==> config.mk <==
export PLATFORM = sky130hd
export DESIGN_NAME = pvor_regs
export DESIGN_NICKNAME = d
export VERILOG_FILES = /design/src/pkg/pvor_pkg.sv /design/src/logic/pvor_regs.sv
export SDC_FILE = /design/constraint.sdc
export NUM_CORES = 1
export LEC_CHECK = 0
export ABC_AREA = 1
export BUFFER_PORTS_ARGS = -buffer_cell sky130_fd_sc_hd__buf_2
export CORE_MARGIN = 5
export CORE_UTILIZATION = 56
export DETAILED_ROUTE_END_ITERATION = 8
export GPL_TIMING_DRIVEN = 0
export PLACE_DENSITY_LB_ADDON = 0.1
export SLEW_MARGIN = 15
export SYNTH_ARGS = -nofsm -noshare
export SYNTH_HDL_FRONTEND = slang
export SYNTH_SLANG_ARGS = --single-unit
==> constraint.sdc <==
create_clock -name clk_in -period 2.4 [get_ports clk_in]
set_input_delay 0 -clock clk_in [delete_from_list [all_inputs] [get_ports clk_in]]
set_output_delay 0 -clock clk_in [all_outputs]
set_load 0.005 [all_outputs]
==> src/pkg/pvor_pkg.sv <==
// Purpose: Constants for the input turn-off threshold, current offset and OV response commands
// Assumes: Command codes arrive already decoded from the PMBus transaction layer
// Notes: Field positions, defaults and limits of the three command words
package pvor_pkg;
  // Command codes
  localparam logic [7:0] CMD_INPUT_TURNOFF_THRESHOLD = 8'h36;
  localparam logic [7:0] CMD_CURRENT_CALIBRATION_OFFSET = 8'h39;
  localparam logic [7:0] CMD_OVERVOLTAGE_FAULT_RESPONSE = 8'h41;
  // Input turn-off threshold word
  localparam logic [4:0] VOFF_EXPONENT = 5'h1e;
  localparam logic [10:0] VOFF_MANT_MIN = 11'h010;
  localparam logic [10:0] VOFF_MANT_MAX = 11'h01e;
  localparam logic [10:0] VOFF_MANT_DEFAULT = 11'h010;
  localparam int VOFF_EXP_LSB = 11;
  // Current calibration offset word
  localparam logic [4:0] OCAL_EXPONENT = 5'h1c;
  localparam int OCAL_SIGN_BIT = 10;
  localparam int OCAL_LOW_BITS = 6;
  localparam logic [6:0] OCAL_DEFAULT = 7'h00;
  // Overvoltage response byte
  localparam int OVR_IGNORE_BIT = 7;
  localparam int OVR_RETRY_MSB = 5;
  localparam int OVR_RETRY_LSB = 3;
  localparam logic [2:0] OVR_RETRY_NONE = 3'h0;
  localparam logic [2:0] OVR_RETRY_ALWAYS = 3'h7;
  localparam logic OVR_IGNORE_DEFAULT = 1'b1;
  localparam logic OVR_RETRY_DEFAULT = 1'b1;
  // Restart waits this many turn-on rise times
  localparam int OVR_RESTART_RISE_TIMES = 7;
  localparam logic [2:0] OVR_RISE_CNT_LAST = 3'(OVR_RESTART_RISE_TIMES - 1);
endpackage

==> src/logic/pvor_regs.sv <==
// Purpose: Holds three PMBus configuration commands with range checks and fault reaction
// Assumes: Write/read strobes are one-cycle pulses from the PMBus layer, synchronous to clk_in
// Notes: Nonvolatile storage itself is outside; this block presents the words to store
//
// Summary of operation
// - Turn-off threshold kept in 0.25 V steps
// - Out-of-range threshold sets CML, invalid-data, alert
// - Rejected threshold write keeps old value
// - Threshold codes 16 to 30, default 16
// - Reject threshold not below turn-on value
// - Threshold exponent fixed at minus two
// - Threshold word: 5-bit exponent, 11-bit mantissa
// - Store-all copies commands to nonvolatile memory
// - Offset applied to current report only
// - Offset 62.5 mA steps, default zero
// - Offset exponent fixed; writes alias into range
// - Sign and six low bits writable
// - OV fault sets OV, output-fault flags, alert
// - Loop slave: OV response NACKed, invalid command
// - Default OV response: restart after 7 rises
// - Ignore bit 0 runs on, 1 shuts down
// - Retry setting only 000 or 111
// - Delay mirrors bit 5; retry or latch off
`timescale 1ns/1ps
module pvor_regs #(
  parameter int CUR_WIDTH = 16
) (
  input wire logic clk_in,
  input wire logic rstn_in,
  input wire logic wr_in,
  input wire logic rd_in,
  input wire logic [7:0] cmd_in,
  input wire logic [15:0] wdata_in,
  input wire logic [10:0] turnon_mant_in,
  input wire logic loop_slave_in,
  input wire logic store_all_in,
  input wire logic ov_detect_in,
  input wire logic fault_clear_in,
  input wire logic rise_done_in,
  input wire logic signed [CUR_WIDTH-1:0] iout_raw_in,
  output logic [15:0] rdata_out,
  output logic nack_out,
  output logic cml_flag_out,
  output logic invalid_data_flag_out,
  output logic invalid_command_flag_out,
  output logic overvoltage_fault_flag_out,
  output logic output_fault_warn_flag_out,
  output logic smbalert_out,
  output logic nvm_write_out,
  output logic [15:0] nvm_turnoff_out,
  output logic [15:0] nvm_offset_out,
  output logic [7:0] nvm_ov_resp_out,
  output logic signed [CUR_WIDTH-1:0] iout_cal_out,
  output logic power_enable_out,
  output logic soft_start_out
);
  ////////////////////////////////////////////////////////////////////////////
  // Decode and checks
  logic [10:0] turnoff_mant;
  logic sign_bit;
  logic [5:0] low_bits;
  logic ignore_sel;
  logic retry_bit;
  logic sel_voff;
  logic sel_ocal;
  logic sel_ovr;
  logic voff_bad;
  logic ovr_bad;
  logic ovr_refused;
  logic [15:0] voff_word;
  logic [15:0] ocal_word;
  logic [7:0] ovr_byte;
  logic [2:0] wr_retry;

  assign sel_voff = cmd_in == pvor_pkg::CMD_INPUT_TURNOFF_THRESHOLD;
  assign sel_ocal = cmd_in == pvor_pkg::CMD_CURRENT_CALIBRATION_OFFSET;
  assign sel_ovr = cmd_in == pvor_pkg::CMD_OVERVOLTAGE_FAULT_RESPONSE;
  assign wr_retry = wdata_in[pvor_pkg::OVR_RETRY_MSB:pvor_pkg::OVR_RETRY_LSB];

  // Range and ordering checks; exponent bits of the written word are ignored
  always_comb
  begin
    voff_bad = (wdata_in[10:0] < pvor_pkg::VOFF_MANT_MIN) ||
               (wdata_in[10:0] > pvor_pkg::VOFF_MANT_MAX) ||
               (turnon_mant_in <= wdata_in[10:0]);
    ovr_bad = (wr_retry != pvor_pkg::OVR_RETRY_NONE) &&
              (wr_retry != pvor_pkg::OVR_RETRY_ALWAYS);
  end

  assign ovr_refused = sel_ovr && loop_slave_in && (wr_in || rd_in);
  assign nack_out = ovr_refused;

  // Assembled words: fixed exponents and sign extension are wired, not stored
  assign voff_word = {pvor_pkg::VOFF_EXPONENT, turnoff_mant};
  assign ocal_word = {pvor_pkg::OCAL_EXPONENT, sign_bit, {4{sign_bit}}, low_bits};
  assign ovr_byte = {ignore_sel, 1'b0, {3{retry_bit}}, {3{retry_bit}}};

  ////////////////////////////////////////////////////////////////////////////
  // Input turn-off threshold; codes are already whole 0.25 V steps
  always_ff @(posedge clk_in or negedge rstn_in)
  begin
    if (!rstn_in)
      turnoff_mant <= pvor_pkg::VOFF_MANT_DEFAULT;
    else if (wr_in && sel_voff && !voff_bad)
      turnoff_mant <= wdata_in[10:0];
  end

  // Current calibration offset; bits outside the writable ones alias away
  always_ff @(posedge clk_in or negedge rstn_in)
  begin
    if (!rstn_in)
    begin
      sign_bit <= pvor_pkg::OCAL_DEFAULT[6];
      low_bits <= pvor_pkg::OCAL_DEFAULT[5:0];
    end
    else if (wr_in && sel_ocal)
    begin
      sign_bit <= wdata_in[pvor_pkg::OCAL_SIGN_BIT];
      low_bits <= wdata_in[pvor_pkg::OCAL_LOW_BITS-1:0];
    end
  end

  // Overvoltage response; bit 7 and, of the retry bits, only bit 5 are kept since all retry bits must agree
  always_ff @(posedge clk_in or negedge rstn_in)
  begin
    if (!rstn_in)
    begin
      ignore_sel <= pvor_pkg::OVR_IGNORE_DEFAULT;
      retry_bit <= pvor_pkg::OVR_RETRY_DEFAULT;
    end
    else if (wr_in && sel_ovr && !loop_slave_in && !ovr_bad)
    begin
      ignore_sel <= wdata_in[pvor_pkg::OVR_IGNORE_BIT];
      retry_bit <= wdata_in[pvor_pkg::OVR_RETRY_MSB];
    end
  end

  ////////////////////////////////////////////////////////////////////////////
  // Read data, registered
  always_ff @(posedge clk_in or negedge rstn_in)
  begin
    if (!rstn_in)
      rdata_out <= 16'h0000;
    else if (rd_in)
    begin
      if (sel_voff)
        rdata_out <= voff_word;
      else if (sel_ocal)
        rdata_out <= ocal_word;
      else if (sel_ovr && !loop_slave_in)
        rdata_out <= {8'h00, ovr_byte};
      else
        rdata_out <= 16'h0000;
    end
  end

  ////////////////////////////////////////////////////////////////////////////
  // Sticky status flags; a new event wins over a clear in the same cycle
  always_ff @(posedge clk_in or negedge rstn_in)
  begin
    if (!rstn_in)
    begin
      cml_flag_out <= 1'b0;
      invalid_data_flag_out <= 1'b0;
      invalid_command_flag_out <= 1'b0;
      overvoltage_fault_flag_out <= 1'b0;
      output_fault_warn_flag_out <= 1'b0;
    end
    else
    begin
      if ((wr_in && sel_voff && voff_bad) ||
          (wr_in && sel_ovr && !loop_slave_in && ovr_bad))
      begin
        cml_flag_out <= 1'b1;
        invalid_data_flag_out <= 1'b1;
      end
      else if (fault_clear_in)
      begin
        cml_flag_out <= 1'b0;
        invalid_data_flag_out <= 1'b0;
      end
      if (ovr_refused)
        invalid_command_flag_out <= 1'b1;
      else if (fault_clear_in)
        invalid_command_flag_out <= 1'b0;
      if (ov_detect_in)
      begin
        overvoltage_fault_flag_out <= 1'b1;
        output_fault_warn_flag_out <= 1'b1;
      end
      else if (fault_clear_in)
      begin
        overvoltage_fault_flag_out <= 1'b0;
        output_fault_warn_flag_out <= 1'b0;
      end
    end
  end

  // Alert is the OR of the CML, invalid-command and overvoltage flags, so it stays up while any of those remain
  assign smbalert_out = cml_flag_out | invalid_command_flag_out |
                        overvoltage_fault_flag_out;

  ////////////////////////////////////////////////////////////////////////////
  // Nonvolatile snapshot
  always_ff @(posedge clk_in or negedge rstn_in)
  begin
    if (!rstn_in)
    begin
      nvm_write_out <= 1'b0;
      nvm_turnoff_out <= 16'h0000;
      nvm_offset_out <= 16'h0000;
      nvm_ov_resp_out <= 8'h00;
    end
    else
    begin
      nvm_write_out <= store_all_in;
      if (store_all_in)
      begin
        nvm_turnoff_out <= voff_word;
        nvm_offset_out <= ocal_word;
        nvm_ov_resp_out <= ovr_byte;
      end
    end
  end

  ////////////////////////////////////////////////////////////////////////////
  // Calibrated current: offset is signed in 1/16 A, added unscaled to the raw sample
  logic signed [CUR_WIDTH-1:0] offset_ext;
  assign offset_ext = CUR_WIDTH'($signed({sign_bit, low_bits}));

  always_ff @(posedge clk_in or negedge rstn_in)
  begin
    if (!rstn_in)
      iout_cal_out <= '0;
    else
      iout_cal_out <= CUR_WIDTH'(iout_raw_in + offset_ext);
  end

  ////////////////////////////////////////////////////////////////////////////
  // Overvoltage reaction sequencer
  typedef enum logic [1:0] {PVOR_RUN, PVOR_WAIT, PVOR_LATCHED, PVOR_START} pvor_state_t;
  pvor_state_t state;
  logic [2:0] rise_cnt;

  // Retry waits seven rise-time ticks; latch-off holds until the fault clear
  always_ff @(posedge clk_in or negedge rstn_in)
  begin
    if (!rstn_in)
    begin
      state <= PVOR_RUN;
      rise_cnt <= 3'h0;
    end
    else
    begin
      case (state)
        PVOR_RUN:
        begin
          rise_cnt <= 3'h0;
          if (ov_detect_in && ignore_sel)
            state <= retry_bit ? PVOR_WAIT : PVOR_LATCHED;
        end
        PVOR_WAIT:
        begin
          if (rise_done_in)
          begin
            if (rise_cnt == pvor_pkg::OVR_RISE_CNT_LAST)
              state <= PVOR_START;
            else
              rise_cnt <= rise_cnt + 3'h1;
          end
        end
        PVOR_LATCHED:
        begin
          if (fault_clear_in)
            state <= PVOR_START;
        end
        PVOR_START:
          state <= PVOR_RUN;
        default:
          state <= PVOR_RUN;
      endcase
    end
  end

  assign power_enable_out = (state == PVOR_RUN) || (state == PVOR_START);
  assign soft_start_out = state == PVOR_START;
endmodule

# Word level (Yosys, flattened, before mapping)
# Cells that the tools add are included.
# op_classes
div_mod_pow,0
n_lt_le_gt_ge,3
mul,0
n_bitwise,2
eq_ne,13
shifts,0
n_reduce_logical,29
addsub,2
mux,16
# op_table
operator,count
16-bit two-way mux,2
16-bit by 7-bit adder with 16-bit output,1
"8-bit by 6-bit == test with 1-bit output, second input constant",2
1-bit logical AND,13
"11-bit by 5-bit greater-than comparator with 1-bit output, second input constant",1
11-bit <= comparator,1
"11-bit by 5-bit < comparator with 1-bit output, second input constant",1
2-bit two-way mux,5
"2-bit != test, second input constant",5
"8-bit by 7-bit == test with 1-bit output, second input constant",1
8-bit two-way mux,1
2-bit one-hot mux with 4 select lines,1
2-bit nonzero test,4
3-bit two-way mux,2
3-bit one-hot mux with 2 select lines,1
1-bit logical OR,5
"2-bit == test, second input constant",2
1-bit two-way mux,4
4-bit AND reduction,1
"3-bit by 1-bit adder with 3-bit output, second input constant",1
"3-bit == test, second input constant",1
1-bit logical NOT,3
"3-bit != test, second input constant",1
3-bit AND reduction,1
4 further kinds,5
# totals
ramBits,0
rom_bits,0
latchBits,0
n_memories,0
regBits,92
output_inout_bits,82
input_bits,60

# Logic depth before layout (Yosys ltp)
# Gate-level depths: netlist (run 1).
# depth
ltp_word,6
ltp_mapped,12

# Worst setup path before layout (run 1)
# Ideal clock, no wire load.
# synth_path
path_kind,register to register
start,register low_bits[0]
end,register iout_cal_out[14]
setup_slack_ns,0.726
setup_time_ns,0.117
arrival_time_ns,1.558
path_stages_with_launch,12
path_cell_list,dfrtp_1 -> ha_1 -> inv_1 -> fa_1 -> inv_1 -> nand3_1 -> nand2_1 -> nand2_1 -> nand2_1 -> nand3_1 -> nand3_1 -> nand2_1
# synth_via
elab_chain_cells,1
# synth_rtl
item,line_no,text
"start, declared",pvor_regs.sv:61,logic [5:0] low_bits;
"start signal, assigned",pvor_regs.sv:114,low_bits <= pvor_pkg::OCAL_DEFAULT[5:0];
"start signal, assigned",pvor_regs.sv:119,low_bits <= wdata_in[pvor_pkg::OCAL_LOW_BITS-1:0];
16-bit by 7-bit adder with 16-bit output,pvor_regs.sv:236,iout_cal_out <= CUR_WIDTH'(iout_raw_in + offset_ext);
"end signal, assigned",pvor_regs.sv:236,
"end, declared",pvor_regs.sv:53,"output logic signed [CUR_WIDTH-1:0] iout_cal_out,"
# No other way between the ends.
# A chain may end at the register's enable or synchronous reset.

# Worst setup path after layout (run 1)
# layout_path
start,register sign_bit
end,register iout_cal_out[14]
# layout_via
elab_chain_cells,1
# layout_rtl
item,line_no,text
"start, declared",pvor_regs.sv:60,logic sign_bit;
"start signal, assigned",pvor_regs.sv:113,sign_bit <= pvor_pkg::OCAL_DEFAULT[6];
"start signal, assigned",pvor_regs.sv:118,sign_bit <= wdata_in[pvor_pkg::OCAL_SIGN_BIT];
16-bit by 7-bit adder with 16-bit output,pvor_regs.sv:236,
# No other way between the ends.

==> results of run 1 <==
-- final cells by class --
class	count	area share, %
timing repair buffer	149	14.8
clock inverter	6	0.867
buffer	32	3.94
multi-input combinational	398	36.0
inverter	84	5.46
sequential	79	34.3
clock buffer	10	2.38
tap	105	2.27
-- what timing repair did --
item / 4_1_cts / 5_1_grt
hold endpoints to repair: 92 / 0
setup buffers: 0 / 0
hold buffers: 17 / 0
-- cell families (layout without fill, tap and decap cells) --
logic type | Yosys count | in the layout | share of synthesized area [%]
other | 1 | 5 | 0.0818
XOR/XNOR | 7 | 7 | 1.34
buffers and inverters | 116 | 281 | 11.8
adder cells (fa/ha/maj) | 34 | 34 | 9.44
AO/OA/AOI/OAI | 64 | 64 | 7.69
flip-flops | 79 | 79 | 43.2
AND/OR/NAND/NOR | 288 | 288 | 26.4
-- state kept, by name, indices dropped and copies added, names as in the netlist, 2 cells and up --
register	cells
turnoff_mant	11
nvm_offset_out	8
rise_cnt	3
rdata_out	13
state	2
low_bits	6
iout_cal_out	16
nvm_ov_resp_out	2
nvm_turnoff_out	11
-- worst paths after layout --
kind | start | endpoint | slack [ns] | depth (start not counted)
hold reg to reg | nvm_offset_out[5] | nvm_offset_out[5] | 0.47 | 2
setup reg to reg | sign_bit | iout_cal_out[14] | 0.33 | 7
setup / recovery | sign_bit | iout_cal_out[14] | 0.33 | 7
hold / removal | rd_in | rdata_out[2] | 0.03 | 4
max in group asynchronous | rstn_in | ignore_sel | 1.69 | 3
min in group asynchronous | rstn_in | nvm_offset_out[2] | 0.07 | 2
-- power breakdown --
part | switching (W) | internal, W
clock | 0.000540 | 0.000417
combinational | 0.000497 | 0.000379
sequential | 0.0000854 | 0.00146
total | 0.00112 | 0.00225
-- worst max-delay path, delay by kind of cell (launching register included) --
kind	cells	cell delay, ns
adder cells (fa/ha/maj)	1	0.39
AO/OA/AOI/OAI	3	0.71
AND/OR/NAND/NOR	3	0.17
flip-flops	1	0.69
-- metal layers --
layer  track usage, %  wire [um]  up-vias
li1                 -          -     2150
met1             30.5       5120     1909
met5                0          0        -
met3             4.57        679        9
met2             40.5       5560      113
met4             5.60         98        0
-- layout by cell type, fill, tap and decap left out --
cell,instances
sky130_fd_sc_hd__nand2_1,196
sky130_fd_sc_hd__clkbuf_8,10
sky130_fd_sc_hd__ha_1,33
sky130_fd_sc_hd__inv_6,3
sky130_fd_sc_hd__fa_1,1
sky130_fd_sc_hd__dfrtp_1,76
sky130_fd_sc_hd__clkbuf_1,4
sky130_fd_sc_hd__o21ai_0,24
sky130_fd_sc_hd__inv_1,83
sky130_fd_sc_hd__nand3_1,31
sky130_fd_sc_hd__xor2_1,5
sky130_fd_sc_hd__nor2_4,2
sky130_fd_sc_hd__o21ai_1,1
sky130_fd_sc_hd__nor2_1,32
sky130_fd_sc_hd__a31oi_1,6
sky130_fd_sc_hd__xnor2_1,2
sky130_fd_sc_hd__buf_4,25
sky130_fd_sc_hd__conb_1,5
sky130_fd_sc_hd__nor3_1,2
sky130_fd_sc_hd__o21bai_1,1
sky130_fd_sc_hd__nand4_1,10
sky130_fd_sc_hd__a21boi_0,2
sky130_fd_sc_hd__dlygate4sd3_1,17
sky130_fd_sc_hd__nand3b_1,2
sky130_fd_sc_hd__a21o_1,1
sky130_fd_sc_hd__or2_2,7
sky130_fd_sc_hd__buf_16,1
sky130_fd_sc_hd__o21a_1,6
sky130_fd_sc_hd__nor2_2,2
sky130_fd_sc_hd__and2_1,2
sky130_fd_sc_hd__clkinv_4,1
sky130_fd_sc_hd__buf_2,132
sky130_fd_sc_hd__buf_6,2
sky130_fd_sc_hd__a21oi_1,23
sky130_fd_sc_hd__nand2_4,1
sky130_fd_sc_hd__dfstp_2,3
sky130_fd_sc_hd__nand3_2,1
sky130_fd_sc_hd__inv_2,1
sky130_fd_sc_hd__clkinvlp_4,2
-- metrics by stage --
step	hold slack (ns)	util, %	setup slack [ns]	power [W]	area [um2]
after floorplan	-0.296	-	0.726	0.00208	4600
after global placement	0.120	66.6	0.410	0.00239	5390
after detailed placement	-0.0878	66.9	0.385	0.00243	5420
after CTS	0.0221	71.4	0.374	0.00340	5780
after global routing	0.0372	71.4	0.115	0.00360	5780
final	0.0299	71.4	0.333	0.00338	5780
==> impl_summary.log, run 1 <==
INFO  metric clock_path_buffers = 2
INFO  metric core_area = approximately 0.008 mm2
INFO  metric final_period_minus_worst_setup_slack = 2.07 ns
INFO  metric post_synth_most_frequent_cells = 196 x sky130_fd_sc_hd__nand2_1, 83 x sky130_fd_sc_hd__inv_1, 76 x sky130_fd_sc_hd__dfrtp_1
INFO  metric max_cap_viols = 0
INFO  metric dr.pass1.iters = 4
INFO  metric timing.critical_path.fanout_max = 12
INFO  metric clkSlewWorstSetupHoldPaths = ~0.09 ns
INFO  metric synth_top_cell_by_area = sky130_fd_sc_hd__dfrtp_1
INFO  metric multi_input_area = a little over 0.002 mm2
INFO  metric grt_start_max_net_pins = roughly 60
INFO  metric slew_headroom = a little under two thirds
INFO  metric grt_pass1_wl = between 15 and 20 mm
INFO  metric seqCellArea = around 0.002 mm2
INFO  metric drt_wl_total = 11.5 mm
INFO  metric num-nets-final = around 850
INFO  metric cp.arrival = between 2 and 2.5 ns
INFO  metric diodes = 0
INFO  metric synth.avg_cell_area = 7.79 um2
INFO  metric worstSetupStartpointType = flip-flop
INFO  metric drt_iter0_drc = ~160
INFO  metric fmaxAchievable = 484 MHz
INFO  metric critPathCaptureType = flip-flop
INFO  metric cts_root_buf = sky130_fd_sc_hd__clkbuf_8
INFO  metric tritoncts_num_sinks = 79
INFO  metric fp.dieH = between 100 and 150 um
INFO  metric dp_hpwl = 9.02 mm
INFO  metric first_global_vias = 4,157
INFO  metric antenna_found_initial = 0
INFO  metric drc = 0
INFO  metric placed_cells_incl_taps = a little over 800
INFO  metric post_synth_num_cell_types = 33
INFO  metric post_synth_instance_area = around 0.0046 mm2
INFO  metric cts_tree = done
INFO  metric wire_per_inst = around 13 um
INFO  metric cts-buffers-inserted = 9
INFO  metric timing.final.hold_violations = 0
INFO  metric setup-violations-final = 0
INFO  metric worst-endpoint-required = around 2.7 ns
INFO  metric setup.worst_path.class = flip-flop to flip-flop
INFO  metric path_cells = ha_1 > a21oi_1 > o21ai_0 > a21oi_1 > nand2_1 > nand2_1 > nand2_1
INFO  metric stdcell_count = 863
INFO  metric grt_usage = between 20% and 30%
INFO  metric synth_flop_cell = sky130_fd_sc_hd__dfrtp_1
INFO  metric placement.io_buffers = roughly 130
INFO  metric vias_per_cell = slightly below 5
INFO  metric skew = between 0.015 and 0.02 ns
INFO  metric overflow = 0
INFO  metric synth_seq_area_share = between 40% and 50%
INFO  metric num_rows = 33
INFO  metric vias = between 4,000 and 5,000
INFO  metric timing.critical_path.slowest_cell_delay = ~0.7 ns
INFO  metric total_neg_setup_slack = 0 ns
INFO  metric vdd.ir_drop.worst = 0.000444 V
INFO  metric worstMarginPinSlew = about 0.54 ns
INFO  metric clkLatencyLatePin = 0.35 ns
INFO  metric period_share = a little under nine tenths
INFO  metric ioPinCount = 142
INFO  metric antenna_violating_nets_post_route = 0
INFO  metric grt_setup_unrepaired = false
INFO  metric cts_repair_resize_count = 0
INFO  metric status = finished, final reports clean
INFO  metric critical-path-slowest-cell = sky130_fd_sc_hd__dfrtp_1
INFO  metric initial_utilization = 56.7%
INFO  metric leakage = around 3.4 nW
INFO  metric final_layout_size_suffix_gt1_share = ~25%
INFO  metric dieWidth = 100 um
INFO  metric area_growth_from_synthesis_to_layout = 25.9%
INFO  metric postSynthRegisterBits = 79
INFO  metric asyncSetResetFlopFracSynth = 100%
INFO  metric synth_cells = slightly below 600
INFO  metric die-area = ~0.010 mm2
INFO  metric synthTopCellsByArea = sky130_fd_sc_hd__dfrtp_1 41%, sky130_fd_sc_hd__nand2_1 16%, sky130_fd_sc_hd__ha_1 9.0%
INFO  metric synthDominantCellAreaShare = around two fifths
INFO  metric ys_warn_count = 0
INFO  metric routabilityCongestion = 0.883
INFO  metric worstHoldPathType = input port to flip-flop
INFO  metric clock_tree.htree_level_count = 3
INFO  metric edff_count_synth = 0
INFO  metric cpMostUsedCell = sky130_fd_sc_hd__nand2_1
INFO  metric cell_with_the_most_instances_after_synthesis = sky130_fd_sc_hd__nand2_1
INFO  metric final_max_slew_viol_count = 0
INFO  metric filler_cell_count = around 670
INFO  metric powerDensity = 585 mW/mm2
No activity file was read; power rests on OpenSTA's default activity.
==> inputs of run 2 (changes only) <==
CORE_MARGIN = default   (was 5)
==> run 2 against run 1 <==
First-iteration DRC count up 16%. Power grew 4.2%. Flip-flop and latch count did not move. Critical path depth unchanged. Die area fell by 15%. Highest routed layer unchanged.
==> impl_summary.log, run 2 (synthesis gave the netlist of run 1 again) <==
INFO  metric status = finished, final reports clean
INFO  metric cts_root_buf = sky130_fd_sc_hd__clkbuf_8
INFO  metric core_area = 0.00781 mm2
INFO  metric dr.pass1.iters = 4
INFO  metric grt_pass1_wl = 17.7 mm
INFO  metric largest_register_ff_count = 16
INFO  metric num_rows = 32
INFO  metric p_total = 0.00352 W
INFO  metric clkLatencyLatePin = roughly 0.35 ns
INFO  metric timing.critical_path.fanout_max = 12
INFO  metric vdd.ir_drop.worst = around 0.00042 V
INFO  metric diodes = 0
INFO  metric antenna_violating_nets_post_route = 0
INFO  metric final_layout_size_suffix_gt1_share = about a quarter
INFO  metric grt_usage = a little over a quarter
INFO  metric fp.dieH = ~92 um
INFO  metric mostFrequentLayoutCells = 196 x sky130_fd_sc_hd__nand2_1, 132 x sky130_fd_sc_hd__buf_2, 83 x sky130_fd_sc_hd__inv_1, 76 x sky130_fd_sc_hd__dfrtp_1, 33 x sky130_fd_sc_hd__ha_1
INFO  metric placed_cells_incl_taps = approximately 830
INFO  metric first_global_vias = slightly below 4,000
INFO  metric clock_path_buffers = 2
INFO  metric cp.arrival = roughly 2.4 ns
INFO  metric clkSlewWorstSetupHoldPaths = 0.08 ns
INFO  metric cts_tree = done
INFO  metric setup-violations-final = 0
INFO  metric cts-buffers-inserted = 9
INFO  metric power_share_of_the_sequential_group = between 40% and 50%
INFO  metric globalRouteMet3Util = 3.37%
INFO  metric cpMostUsedCell = sky130_fd_sc_hd__nand2_1
INFO  metric placement.io_buffers = around 130
INFO  metric period_share = approximately 90%
INFO  metric timing.final.hold_violations = 0
INFO  metric antenna_found_initial = 0
INFO  metric vias = approximately 4,300
INFO  metric drt_iter0_drc = 186
INFO  metric grt_start_max_net_pins = 46
INFO  metric internal_power = ~0.0025 W
INFO  metric skew = between 0.006 and 0.007 ns
INFO  metric powerDensity = ~600 mW/mm2
INFO  metric worstHoldPathType = input port to flip-flop
INFO  metric reg2reg_to = iout_cal_out[14]
INFO  metric routabilityCongestion = 0.901
INFO  metric grt_use_met1 = 36.3%
INFO  metric power.switching = about 0.0011 W
INFO  metric tritoncts_num_sinks = between 70 and 80
INFO  metric r2r_setup_slack = around 0.29 ns
INFO  metric initial_utilization = between 50 and 60%
INFO  metric area_growth_from_synthesis_to_layout = 26.2%
INFO  metric r2r-start = sign_bit
INFO  metric most_common_cell_after_layout_fill_and_taps_aside = sky130_fd_sc_hd__nand2_1
INFO  metric crit_path_end = iout_cal_out[14]
INFO  metric drc = 0
INFO  metric swShare = a little under a third
INFO  metric startpoint = sign_bit
INFO  metric wire_per_inst = 12.6 um
INFO  metric overflow = 0
INFO  metric depth_of_the_most_critical_reg_to_reg_path = 7
INFO  metric final_period_minus_worst_setup_slack = 2.11 ns
INFO  metric ioPinCount = ~140
INFO  metric vias_per_cell = 4.99
INFO  metric fmaxAchievable = approximately 470 MHz
INFO  metric worstSetupStartpointType = flip-flop
INFO  metric grt_setup_unrepaired = false
INFO  metric clockPowerShare = 31.3%
INFO  metric global_route.peak_usage_layer = met2
INFO  metric dieWidth = approximately 90 um
INFO  metric total_neg_setup_slack = 0 ns
INFO  metric cts_repair_resize_count = 0
INFO  metric met2_usage = ~43%
INFO  metric slew_headroom = between 60% and 70%
INFO  metric stdcell_count = around 860
INFO  metric die-area = 0.00855 mm2
INFO  metric max_cap_viols = 0
INFO  metric dp_hpwl = just over 8 mm
INFO  metric num-nets-final = 846
INFO  metric critPathCaptureType = flip-flop
INFO  metric setup.worst_path.class = flip-flop to flip-flop
INFO  metric worstMarginPinSlew = 0.580 ns
INFO  metric critical-path-slowest-cell = sky130_fd_sc_hd__dfrtp_1
INFO  metric clock_tree.htree_level_count = 3
INFO  metric final_max_slew_viol_count = 0
INFO  metric regs_by_ff_count = iout_cal_out x16, rdata_out x13
INFO  metric path_cells = ha_1 > a21oi_1 > o21ai_0 > a21oi_1 > nand2_1 > nand2_1 > nand2_1
INFO  metric worst-endpoint-required = 2.64 ns
INFO  metric largest-register = iout_cal_out
INFO  metric combPwrFrac = around 25%
INFO  metric timing.critical_path.slowest_cell_delay = 0.66 ns
INFO  metric drt_wl_total = about 11 mm
INFO  metric leakage = 3.43 nW
## run 2: worst max-delay path, delay by kind of cell (launching register included)
family,cells,cell delay (ns)
compound gates,3,0.74
flops,1,0.66
fa+ha+maj,1,0.40
simple gates,3,0.20
## run 2: final cells by class
| class | instances | area (um2) |
|---|---|---|
| Timing Repair Buffer | 148 | 838 |
| Sequential cell | 79 | 1980 |
| Inverter | 84 | 315 |
| Multi-Input combinational cell | 398 | 2080 |
| Fill cell | 632 | 2020 |
| Clock buffer | 11 | 141 |
| Buffer | 32 | 228 |
| Clock inverter | 5 | 81.3 |
| Tap cell | 102 | 128 |
## run 2: power by group through the flow
stage / Sequential (W) / Clock [W] / Combinational (W)
CTS: 0.00154 / 0.00112 / 0.000882
finish: 0.00154 / 0.00110 / 0.000878
floorplan: 0.00156 / 0 / 0.000528
global route: 0.00155 / 0.00118 / 0.00101
detailed placement: 0.00156 / 0 / 0.000852
global placement: 0.00156 / 0 / 0.000816
## run 2: stage by stage
| step | instance area (um2) | setup WS (ns) | utilization (%) | hold WS [ns] |
|---|---|---|---|---|
| finish | 5790 | 0.287 | 74.2 | 0.0205 |
| global route | 5790 | 0.105 | 74.2 | 0.0186 |
| CTS | 5790 | 0.364 | 74.2 | 0.00786 |
| detailed placement | 5410 | 0.371 | 69.2 | 0.0391 |
| global placement | 5380 | 0.436 | 69.0 | 0.124 |
| floorplan | 4600 | 0.726 | - | -0.296 |
## run 2: worst min path at each step
stage                     depth (start not counted)          from  slack, ns                       end
after global placement                            1  store_all_in       0.12             nvm_write_out
after global routing                              4         rd_in       0.02              rdata_out[2]
after detailed placement                          1       rstn_in       0.04        nvm_offset_out[13]
after CTS                                         4         rd_in      0.008              rdata_out[2]
final                                             4         rd_in       0.02              rdata_out[2]
after floorplan                                   0       rstn_in      -0.30  invalid_command_flag_out
## run 2: what timing repair did
item                      CTS  global route
setup buffers               0             0
hold endpoints to repair   59             0
hold buffers               16             0
## run 2: layer usage
metal  up-vias  share of wire (%)  routed length (um)
li1       2153                  -                   -
met1      1945                 44                4800
met2       162                 47                5060
met3        23                6.6                 717
met4         0                2.2                 238
met5         -                  0                   0
